`src/logic/wdt_defs_defs.vh`:
```
// Purpose: constants shared by the watchdog and power-fail supervisor
// Assumes: included by bare name from the design file
// Notes: offsets are register addresses on the plain register port
`ifndef WDT_DEFS_DEFS_VH
`define WDT_DEFS_DEFS_VH
// ------------------------------------------------------------
// register addresses
// ------------------------------------------------------------
`define ADDR_CLOCK_CONTROL 8'h8E
`define ADDR_SUPERVISOR_CONTROL 8'hD8
`define ADDR_EXT_IRQ_ENABLE 8'hE8
`define ADDR_EXT_IRQ_FLAGS 8'h91
`define ADDR_TIMED_ACCESS 8'hC7
`define ADDR_IRQ_STATUS 8'hF0
`define ADDR_IRQ_MASK 8'hF1
// ------------------------------------------------------------
// field positions
// ------------------------------------------------------------
`define CKC_PERIOD_HI 7
`define CKC_PERIOD_LO 6
`define SUP_PF_EN 5
`define SUP_PF_FLAG 4
`define SUP_WD_RST_FLAG 3
`define SUP_WD_IRQ_FLAG 2
`define SUP_WD_RST_EN 1
`define SUP_WD_RESTART 0
`define EIE_WD_IRQ_EN 4
`define EXF_STOP_REF_KEEP 0
`define IST_WD_IRQ 0
`define IST_PF_WARN 1
`define IST_WD_RST 2
// ------------------------------------------------------------
// reset values
// ------------------------------------------------------------
`define RST_BYTE 8'h00
`define RST_IRQ3 3'h0
// ------------------------------------------------------------
// timing counts in crystal clocks
// ------------------------------------------------------------
`define POR_CYCLES 65536
`define WD_TIMEOUT_00 131072
`define WD_TIMEOUT_01 1048576
`define WD_TIMEOUT_10 8388608
`define WD_TIMEOUT_11 67108864
`define WD_EARLY_CYCLES 512
`define CPU_RESET_STRETCH 4
`define TA_WINDOW 3
// ------------------------------------------------------------
// keys and vectors
// ------------------------------------------------------------
`define TA_KEY1 8'hAA
`define TA_KEY2 8'h55
`define PF_VECTOR 16'h0033
`define NO_VECTOR 16'h0000
`endif

```
`src/logic/watchdog_power_fail_supervisor.v`:
```
// Purpose: crystal-clocked watchdog plus power-on, brownout and
//          early-warning power-fail supervision for a small cpu
// Assumes: clock is the crystal clock; comparator inputs are async
// Notes: registers reached by addr/wdata/wr/rd, read data next cycle
`include "wdt_defs_defs.vh"

// Notes on behaviour
// RULE1 - The two-bit period field picks an interrupt timeout of 2^17, 2^20, 2^23 or 2^26 clocks.
// RULE2 - The period field sits in bits 7 and 6 of clock_control.
// RULE3 - The interrupt flag sets 512 clocks before the reset flag would.
// RULE4 - The watchdog counter advances on every crystal clock.
// RULE5 - The counter runs freely, flags at the timeout and restarts from zero on command.
// RULE6 - With reset enabled, reaching the reset timeout sets the reset flag and resets the cpu.
// RULE7 - Reset enable and restart bits change only through a timed-access write.
// RULE8 - The watchdog interrupt has its own enable, independent of the reset enable.
// RULE9 - An enabled watchdog interrupt wakes the cpu from power-saving modes.
// RULE10 - An enabled power-fail warning requests the vector 0033h.
// RULE11 - The power-fail request outranks every other interrupt source.
// RULE12 - Bit 5 of supervisor_control enables the power-fail interrupt.
// RULE13 - Bit 4 of supervisor_control is a sticky power-fail flag cleared only by software.
// RULE14 - At power-up reset holds until supply is good, then the oscillator runs 65,536 clocks before release.
// RULE15 - A supply below the reset threshold asserts and holds reset with no software action; the code ignores it in stop mode with the reference off.
// RULE16 - Bit 0 of extended_interrupt_flags keeps the reference alive in stop mode, reset value 0.
// RULE17 - A timed-access write counts only right after the two-byte unlock within a short window.
module watchdog_power_fail_supervisor #(
  parameter integer POR_CYCLES = `POR_CYCLES,
  parameter integer TIMEOUT0 = `WD_TIMEOUT_00,
  parameter integer TIMEOUT1 = `WD_TIMEOUT_01,
  parameter integer TIMEOUT2 = `WD_TIMEOUT_10,
  parameter integer TIMEOUT3 = `WD_TIMEOUT_11,
  parameter integer CNT_W = 27,
  parameter integer POR_W = 17
) (
  input wire clock,
  input wire rst_n,
  input wire [7:0] addr,
  input wire [7:0] wdata,
  input wire wr,
  input wire rd,
  output reg [7:0] rdata_ff,
  input wire supply_below_reset,
  input wire supply_below_warning,
  input wire stop_mode,
  output reg cpu_reset_ff,
  output reg osc_enable_ff,
  output reg pf_irq_req_ff,
  output reg wd_irq_req_ff,
  output reg [15:0] irq_vector_ff,
  output reg wake_ff,
  output reg irq_ff
);

  // ------------------------------------------------------------
  // constants
  // ------------------------------------------------------------
  localparam [2:0] ST_HOLD = 3'b001;
  localparam [2:0] ST_POR = 3'b010;
  localparam [2:0] ST_RUN = 3'b100;
  localparam [1:0] TA_IDLE = 2'd0;
  localparam [1:0] TA_HALF = 2'd1;
  localparam [1:0] TA_OPEN = 2'd2;
  // integer forms first, then cut to the counter widths on purpose
  localparam integer IRQ_LAST0 = TIMEOUT0 - 1;
  localparam integer IRQ_LAST1 = TIMEOUT1 - 1;
  localparam integer IRQ_LAST2 = TIMEOUT2 - 1;
  localparam integer IRQ_LAST3 = TIMEOUT3 - 1;
  localparam integer EARLY_INT = `WD_EARLY_CYCLES;
  localparam integer POR_LAST_INT = POR_CYCLES - 1;
  localparam integer TA_LEN_INT = `TA_WINDOW;
  localparam integer RST_LEN_INT = `CPU_RESET_STRETCH;
  localparam [CNT_W-1:0] IRQ_PT0 = IRQ_LAST0[CNT_W-1:0];
  localparam [CNT_W-1:0] IRQ_PT1 = IRQ_LAST1[CNT_W-1:0];
  localparam [CNT_W-1:0] IRQ_PT2 = IRQ_LAST2[CNT_W-1:0];
  localparam [CNT_W-1:0] IRQ_PT3 = IRQ_LAST3[CNT_W-1:0];
  localparam [CNT_W-1:0] EARLY = EARLY_INT[CNT_W-1:0];
  localparam [POR_W-1:0] POR_LAST = POR_LAST_INT[POR_W-1:0];
  localparam [1:0] TA_LEN = TA_LEN_INT[1:0];
  localparam [2:0] RST_LEN = RST_LEN_INT[2:0];

  // ------------------------------------------------------------
  // registers
  // ------------------------------------------------------------
  reg [2:0] rst_sync_ff;
  reg [2:0] warn_sync_ff;
  reg below_rst_ff;
  reg below_warn_ff;
  reg [2:0] state_ff;
  reg [POR_W-1:0] por_cnt_ff;
  reg [CNT_W-1:0] wd_cnt_ff;
  reg [2:0] rst_stretch_ff;
  reg [7:0] clock_control_ff;
  reg pf_en_ff;
  reg pf_flag_ff;
  reg wd_rst_flag_ff;
  reg wd_irq_flag_ff;
  reg wd_rst_en_ff;
  reg [7:0] ext_irq_enable_ff;
  reg stop_ref_keep_ff;
  reg [1:0] ta_stage_ff;
  reg [1:0] ta_timer_ff;
  reg [2:0] irq_status_ff;
  reg [2:0] irq_mask_ff;
  reg warn_seen_ff;

  // ------------------------------------------------------------
  // decode and derived terms
  // ------------------------------------------------------------
  wire wr_ckc = wr && (addr == `ADDR_CLOCK_CONTROL);
  wire wr_sup = wr && (addr == `ADDR_SUPERVISOR_CONTROL);
  wire wr_eie = wr && (addr == `ADDR_EXT_IRQ_ENABLE);
  wire wr_exf = wr && (addr == `ADDR_EXT_IRQ_FLAGS);
  wire wr_ta = wr && (addr == `ADDR_TIMED_ACCESS);
  wire wr_ist = wr && (addr == `ADDR_IRQ_STATUS);
  wire wr_imk = wr && (addr == `ADDR_IRQ_MASK);
  // a protected write only counts while the unlock is open
  wire ta_ok = wr_sup && (ta_stage_ff == TA_OPEN); // RULE7 RULE17
  wire restart = ta_ok && wdata[`SUP_WD_RESTART]; // RULE5 RULE7
  // reference off in stop mode unless software keeps it alive
  wire ref_on = !stop_mode || stop_ref_keep_ff; // RULE16
  wire brownout = below_rst_ff && ref_on; // RULE15
  wire warn = below_warn_ff && ref_on;
  wire running = (state_ff == ST_RUN);
  wire [1:0] period = {clock_control_ff[`CKC_PERIOD_HI],
                       clock_control_ff[`CKC_PERIOD_LO]}; // RULE2
  reg [CNT_W-1:0] irq_point;
  wire [CNT_W-1:0] rst_point = irq_point + EARLY; // RULE3
  wire hit_irq = running && (wd_cnt_ff == irq_point);
  wire hit_rst = running && (wd_cnt_ff == rst_point);
  wire wd_rst_fire = hit_rst && wd_rst_en_ff; // RULE6
  wire pf_req = pf_en_ff && warn; // RULE10 RULE12
  wire wd_irq_en = ext_irq_enable_ff[`EIE_WD_IRQ_EN];
  wire [2:0] ev = {wd_rst_fire, warn && !warn_seen_ff, hit_irq};

  // timeout selection by the period field
  always @* begin
    case (period) // RULE1
      2'b00: irq_point = IRQ_PT0;
      2'b01: irq_point = IRQ_PT1;
      2'b10: irq_point = IRQ_PT2;
      default: irq_point = IRQ_PT3;
    endcase
  end

  // ------------------------------------------------------------
  // comparator synchronisers
  // ------------------------------------------------------------
  // three stages; a level is taken only when stages two and three
  // agree, which filters a single-cycle disagreement from the pin
  always @(posedge clock or negedge rst_n) begin
    if (!rst_n) begin
      rst_sync_ff <= 3'h7;
      warn_sync_ff <= 3'h0;
      below_rst_ff <= 1'b1;
      below_warn_ff <= 1'b0;
    end else begin
      rst_sync_ff <= {rst_sync_ff[1:0], supply_below_reset};
      warn_sync_ff <= {warn_sync_ff[1:0], supply_below_warning};
      if (rst_sync_ff[1] == rst_sync_ff[2]) begin
        below_rst_ff <= rst_sync_ff[2];
      end
      if (warn_sync_ff[1] == warn_sync_ff[2]) begin
        below_warn_ff <= warn_sync_ff[2];
      end
    end
  end

  // ------------------------------------------------------------
  // power-on and brownout sequencer
  // ------------------------------------------------------------
  // hold while supply is low, then run the oscillator for the
  // power-on interval; a brownout at any time drops back to hold
  always @(posedge clock or negedge rst_n) begin
    if (!rst_n) begin
      state_ff <= ST_HOLD;
      por_cnt_ff <= {POR_W{1'b0}};
      osc_enable_ff <= 1'b0;
    end else begin
      case (state_ff)
        ST_HOLD: begin
          por_cnt_ff <= {POR_W{1'b0}};
          if (!brownout) begin
            state_ff <= ST_POR; // RULE14
            osc_enable_ff <= 1'b1;
          end
        end
        ST_POR: begin
          if (brownout) begin
            state_ff <= ST_HOLD; // RULE15
          end else if (por_cnt_ff == POR_LAST) begin
            state_ff <= ST_RUN; // RULE14
          end else begin
            por_cnt_ff <= por_cnt_ff + 1'b1;
          end
        end
        ST_RUN: begin
          if (brownout) begin
            state_ff <= ST_HOLD; // RULE15
          end
        end
        default: state_ff <= ST_HOLD;
      endcase
    end
  end

  // ------------------------------------------------------------
  // watchdog counter
  // ------------------------------------------------------------
  // counts every crystal clock while the cpu runs; wraps at the
  // reset point so the early interrupt can act as a time base
  always @(posedge clock or negedge rst_n) begin
    if (!rst_n) begin
      wd_cnt_ff <= {CNT_W{1'b0}};
    end else if (!running || restart || hit_rst) begin
      wd_cnt_ff <= {CNT_W{1'b0}}; // RULE5
    end else begin
      wd_cnt_ff <= wd_cnt_ff + 1'b1; // RULE4
    end
  end

  // ------------------------------------------------------------
  // cpu reset output
  // ------------------------------------------------------------
  // a watchdog reset is stretched so the core sees a clean pulse
  always @(posedge clock or negedge rst_n) begin
    if (!rst_n) begin
      rst_stretch_ff <= 3'h0;
      cpu_reset_ff <= 1'b1;
    end else begin
      if (wd_rst_fire) begin
        rst_stretch_ff <= RST_LEN; // RULE6
      end else if (rst_stretch_ff != 3'h0) begin
        rst_stretch_ff <= rst_stretch_ff - 1'b1;
      end
      cpu_reset_ff <= !running || wd_rst_fire || (rst_stretch_ff > 3'h1);
    end
  end

  // ------------------------------------------------------------
  // timed-access unlock
  // ------------------------------------------------------------
  // two keys in order, each step must land before the window ends;
  // the window keeps a runaway loop from reaching the protected bits
  always @(posedge clock or negedge rst_n) begin
    if (!rst_n) begin
      ta_stage_ff <= TA_IDLE;
      ta_timer_ff <= 2'h0;
    end else if (wr_ta && wdata == `TA_KEY1) begin
      ta_stage_ff <= TA_HALF; // RULE17
      ta_timer_ff <= TA_LEN;
    end else if (wr_ta && wdata == `TA_KEY2 && ta_stage_ff == TA_HALF) begin
      ta_stage_ff <= TA_OPEN; // RULE17
      ta_timer_ff <= TA_LEN;
    end else if (wr_ta || ta_ok || ta_timer_ff == 2'h0) begin
      ta_stage_ff <= TA_IDLE; // RULE17
      ta_timer_ff <= 2'h0;
    end else begin
      ta_timer_ff <= ta_timer_ff - 1'b1;
    end
  end

  // ------------------------------------------------------------
  // software registers
  // ------------------------------------------------------------
  // flags: hardware set wins over a software clear in the same cycle
  always @(posedge clock or negedge rst_n) begin
    if (!rst_n) begin
      clock_control_ff <= `RST_BYTE;
      pf_en_ff <= 1'b0;
      pf_flag_ff <= 1'b0;
      wd_rst_flag_ff <= 1'b0;
      wd_irq_flag_ff <= 1'b0;
      wd_rst_en_ff <= 1'b0;
      ext_irq_enable_ff <= `RST_BYTE;
      stop_ref_keep_ff <= 1'b0; // RULE16
      irq_mask_ff <= `RST_IRQ3;
      warn_seen_ff <= 1'b0;
    end else begin
      warn_seen_ff <= warn;
      if (wr_ckc) begin
        clock_control_ff <= wdata; // RULE2
      end
      if (wr_eie) begin
        ext_irq_enable_ff <= wdata; // RULE8
      end
      if (wr_exf) begin
        stop_ref_keep_ff <= wdata[`EXF_STOP_REF_KEEP]; // RULE16
      end
      if (wr_imk) begin
        irq_mask_ff <= wdata[2:0];
      end
      if (wr_sup) begin
        pf_en_ff <= wdata[`SUP_PF_EN]; // RULE12
      end
      if (ta_ok) begin
        wd_rst_en_ff <= wdata[`SUP_WD_RST_EN]; // RULE7
      end
      // power-fail flag follows any warning, enable or not
      if (warn) begin
        pf_flag_ff <= 1'b1; // RULE13
      end else if (wr_sup && !wdata[`SUP_PF_FLAG]) begin
        pf_flag_ff <= 1'b0; // RULE13
      end
      if (hit_irq) begin
        wd_irq_flag_ff <= 1'b1; // RULE3
      end else if (wr_sup && !wdata[`SUP_WD_IRQ_FLAG]) begin
        wd_irq_flag_ff <= 1'b0;
      end
      if (wd_rst_fire) begin
        wd_rst_flag_ff <= 1'b1; // RULE6
      end else if (wr_sup && !wdata[`SUP_WD_RST_FLAG]) begin
        wd_rst_flag_ff <= 1'b0;
      end
    end
  end

  // ------------------------------------------------------------
  // interrupt status and line
  // ------------------------------------------------------------
  // sticky events, write one to clear, set wins over clear
  always @(posedge clock or negedge rst_n) begin
    if (!rst_n) begin
      irq_status_ff <= `RST_IRQ3;
      irq_ff <= 1'b0;
    end else begin
      irq_status_ff <= ev | (irq_status_ff & ~(wr_ist ? wdata[2:0] : 3'h0));
      irq_ff <= |(irq_status_ff & irq_mask_ff);
    end
  end

  // ------------------------------------------------------------
  // requests to the cpu
  // ------------------------------------------------------------
  // power-fail blocks the watchdog request so the core never sees
  // two sources in one cycle; the watchdog one returns afterwards
  always @(posedge clock or negedge rst_n) begin
    if (!rst_n) begin
      pf_irq_req_ff <= 1'b0;
      wd_irq_req_ff <= 1'b0;
      irq_vector_ff <= `NO_VECTOR;
      wake_ff <= 1'b0;
    end else begin
      pf_irq_req_ff <= pf_req; // RULE10
      wd_irq_req_ff <= wd_irq_flag_ff && wd_irq_en && !pf_req; // RULE8 RULE11
      irq_vector_ff <= pf_req ? `PF_VECTOR : `NO_VECTOR; // RULE10 RULE11
      wake_ff <= pf_req || (wd_irq_flag_ff && wd_irq_en); // RULE9
    end
  end

  // ------------------------------------------------------------
  // read port
  // ------------------------------------------------------------
  // data stands one cycle after the strobe and is zero otherwise
  always @(posedge clock or negedge rst_n) begin
    if (!rst_n) begin
      rdata_ff <= `RST_BYTE;
    end else if (!rd) begin
      rdata_ff <= `RST_BYTE;
    end else if (addr == `ADDR_CLOCK_CONTROL) begin
      rdata_ff <= clock_control_ff;
    end else if (addr == `ADDR_SUPERVISOR_CONTROL) begin
      rdata_ff <= {2'b00, pf_en_ff, pf_flag_ff, wd_rst_flag_ff,
                   wd_irq_flag_ff, wd_rst_en_ff, 1'b0};
    end else if (addr == `ADDR_EXT_IRQ_ENABLE) begin
      rdata_ff <= ext_irq_enable_ff;
    end else if (addr == `ADDR_EXT_IRQ_FLAGS) begin
      rdata_ff <= {7'h00, stop_ref_keep_ff};
    end else if (addr == `ADDR_IRQ_STATUS) begin
      rdata_ff <= {5'h00, irq_status_ff};
    end else if (addr == `ADDR_IRQ_MASK) begin
      rdata_ff <= {5'h00, irq_mask_ff};
    end else begin
      rdata_ff <= `RST_BYTE;
    end
  end

endmodule

```
`config.mk`:
```
export PLATFORM = sky130hd
export DESIGN_NAME = watchdog_power_fail_supervisor
export DESIGN_NICKNAME = d
export VERILOG_FILES = /design/src/logic/watchdog_power_fail_supervisor.v
export VERILOG_INCLUDE_DIRS = /design/src /design/src/logic
export SDC_FILE = /design/constraint.sdc
export NUM_CORES = 1
export LEC_CHECK = 0
export ABC_AREA = 1
export BUFFER_PORTS_ARGS = -buffer_cell sky130_fd_sc_hd__buf_2
export CAP_MARGIN = 5
export CORE_UTILIZATION = 55
export DETAILED_ROUTE_END_ITERATION = 7
export PLACE_DENSITY = 0.75
export SLEW_MARGIN = 10
export SYNTH_ARGS = -nofsm -noshare
export SYNTH_HDL_FRONTEND = slang
export SYNTH_SLANG_ARGS = --single-unit
```
`constraint.sdc`:
```
create_clock -name clock -period 2.05 [get_ports clock]
set_input_delay 0.1025 -clock clock [delete_from_list [all_inputs] [get_ports clock]]
set_output_delay 0.1025 -clock clock [all_outputs]
set_load 0.03 [all_outputs]
```
==> key figures <==
Floorplanning
  – Row cnt: 36
  – Core ar.: between 9000 and 10000 um2
  – Die width: 102 um
  – Die area: 10400 um2
  – Initial Util: 56.5%
  – Die height: 102 um
  – Io pins: 53

Synthesis
  – Synth Area in XOR/XNOR: 4.46%
  – Cell count after synthesis: 695
  – Register area share after synthesis: 47.9%
  – #FFs+latches synth: 105
  – Largest family of logic cells by synthesized area: simple AND/OR/NAND/NOR gates
  – Adder-Cell Fraction of Synth Area: about 2.0%
  – Top post-synthesis cells by area: dfrtp_1, nand2_1, nor2_1
  – Mux cell area share after synthesis: 0%
  – Yosys warnings: 0
  – Post-synth ARST share: 100%
  – Synth top area share: around 45%
  – Post-synth EDFFs: 0
  – Main flop type after synthesis: dfrtp_1
  – Yosys top cell by area: dfrtp_1
  – Simple-Gate Fraction of Synth Area: 27.7%
  – Synthesized area per cell: 7.91 um2
  – Mapped Area: around 5500 um2
  – Synth unique cells: 46
  – Compound-Gate Fraction of Synth Area: 9.08%

Layout
  – ANT cells: 0
  – Area grow syn2layout: 12.9%
  – Commonest cells after routing, fill and taps aside: nand2_1, nor2_1, dfrtp_1
  – Most common cell after layout, fill and taps aside: nand2_1
  – Share of layout cells above drive strength 1: 12.7%
  – Nets: just under 800

STA
  – Fin Clk Skew: 0.0117 ns
  – Fin crit share: 91.5%
  – Minimum clock period: between 1.5 and 2 ns
  – Fmax: 533 MHz
  – Worst-margin pin slew: 0.579 ns
  – Setup tns final: 0 ns
  – Fin. max-slew vios: 0
  – Worst Setup Slack, final: 0.174 ns
  – RSZ-0062 raised after global routing: no
  – # setup viols final: 0
  – Rel. slew slack: around 61%
  – Final hold viol count: 0

Power
  – Leak: about 2.8 nW
  – Cell area power density: around 690 nW/um2
  – Peak VDD IR: 0.450 mV

Global routing
  – Vias in the first global route: 4531
  – GR Util All Layers: 25.1%
  – Antenna violations before repair: 0
  – Grt ovf: 0
  – Largest net degree at the start of global routing: 42
  – First-pass GRT wire length: 20.1 mm

Worst setup path
  – Worst Path Required: 2.37 ns
  – Worst setup SP type: flip-flop
  – Worst path max stage delay: 0.41 ns
  – CP Cell Sequence: nand2_1 -> inv_1 -> nand2_2 -> inv_1 -> nand3_1 -> nor3_2 -> ha_1 -> nand2_2 -> a21boi_4 -> nand2_2 -> o21bai_1 -> inv_1 -> nor2_1
  – Worst r2r path cells: 13
  – Worst Path Arrival: 2.19 ns
  – Crit. End Element: flip-flop
  – Critical Path Source: por_cnt_ff[3]
  – Max Fanout on Critical Path: 5
  – RR Startpoint: por_cnt_ff[3]
  – Flop-to-flop setup slack: 0.17 ns
  – CP max-delay cell: dfrtp_1
  – Crit Path Class: reg2reg

Route
  – DR vias: 4645
  – WL final: 11.9 mm
  – Vias/cell: 5.18
  – Initial DRC Count: approximately 230
  – Routed WL per cell: around 13 um
  – DRC Markers: 0
  – Detailed Routing Iterations Pass 1: 4
  – Antenna viol nets, final: 0

Place
  – Hpwl dp: 8.91 mm
  – Routability cong.: 0.899
  – Placement Setup Slack: about 0.15 ns
  – IO buf count: 40

CTS
  – Skew-Pair Late Insertion Delay: 0.38 ns
  – Root buffer cell: clkbuf_8
  – CTS tree: yes
  – Clk buf depth: 2
  – H-Tree Depth: 3
  – Num CTS Buffers: 9
  – CTS sink count: 105
  – Clk slew on worst S/H paths: 0.11 ns

Worst hold path
  – Hold WC Path Type: in2reg
  – Hold depth: 3
  – Hold path start: rd

Status
  – Status: complete, no violations

Job
  – Max Cap Viol: 0
worst max-delay path, delay by kind of cell, from the launching register on:
kind / cells / cell delay (ns)
buffers and inverters: 3 / 0.18
DFF: 1 / 0.41
and+or+nand+nor: 7 / 0.63
AOI/OAI and AO/OA: 2 / 0.41
adders and majority gates: 1 / 0.18
synthesized netlist by cell type, types with 4 or more instances:
cell	number
nand2_1	183
dfrtp_1	99
nor2_1	99
inv_1	83
o21ai_0	45
nand3_1	29
nor3_1	23
xor2_1	17
buf_4	16
a21oi_1	11
nand4_1	11
xnor2_1	11
ha_1	7
dfstp_2	6
o211ai_1	6
o21bai_1	4
power breakdown:
group	switching, mW	total [mW]	internal (mW)	leakage, nW
sequential	0.0725	2.25	2.17	1.37
combinational	0.487	0.770	0.284	1.37
clock	0.796	1.28	0.479	0.0942
total	1.36	4.29	2.94	2.84
kinds of logic after synthesis:
| family | after synthesis |
|---|---|
| AO/OA/AOI/OAI | 81 |
| other | 1 |
| buffers and inverters | 108 |
| adder cells (fa/ha/maj) | 9 |
| flip-flops | 105 |
| AND/OR/NAND/NOR | 363 |
| XOR/XNOR | 28 |
per-layer routing:
layer	share of wire [%]	vias up	global-route usage [%]
li1	-	2321	-
met1	43	2170	31.0
met2	49	121	42.9
met3	3.8	33	3.69
met4	3.6	0	12.6
met5	0	-	0
final timing paths:
path	end
max in group asynchronous	rst_sync_ff[2]
max	por_cnt_ff[9]
min	rdata_ff[4]
min reg2reg	rst_sync_ff[1]
min in group asynchronous	wd_cnt_ff[7]
max reg2reg	por_cnt_ff[9]
what timing repair did:
action | in CTS | in global routing
setup endpoints to repair | 0 | 13
gates resized for setup | 0 | 5
hold endpoints to repair | 44 | 0
hold buffers | 8 | 0
buffers inserted | 0 | 4
state kept, by name, indices dropped and copies added (netlist names), 2 cells and up:
name               count
clock_control_ff       8
ext_irq_enable_ff      8
irq_mask_ff            3
irq_status_ff          3
por_cnt_ff            17
rdata_ff               8
rst_stretch_ff         3
rst_sync_ff            3
state_ff               3
ta_stage_ff            2
ta_timer_ff            2
warn_sync_ff           3
wd_cnt_ff             27
per-stage QoR:
stage                     hold slack, ns  util, %  area, um2  cells  total power, mW
after floorplan                   -0.193        -       5540    706             2.73
after global placement             0.117     60.4       5880    869             2.94
after detailed placement           0.125     60.4       5880    869             2.97
after CTS                        0.00131     63.3       6160    893             4.24
after global routing              0.0131     63.8       6210    897             4.50
final                             0.0273     63.8       6210    897             4.29
final cells by class:
class / instances / area, um2
fillers: 851 / 3520
flip-flops and latches: 105 / 2640
multi-input cells: 493 / 2440
repair buffers: 65 / 448
inverters: 85 / 319
well taps: 133 / 166
clock buffers: 9 / 124
clock inverters: 7 / 73.8
Power figures use the tool's default switching activity.
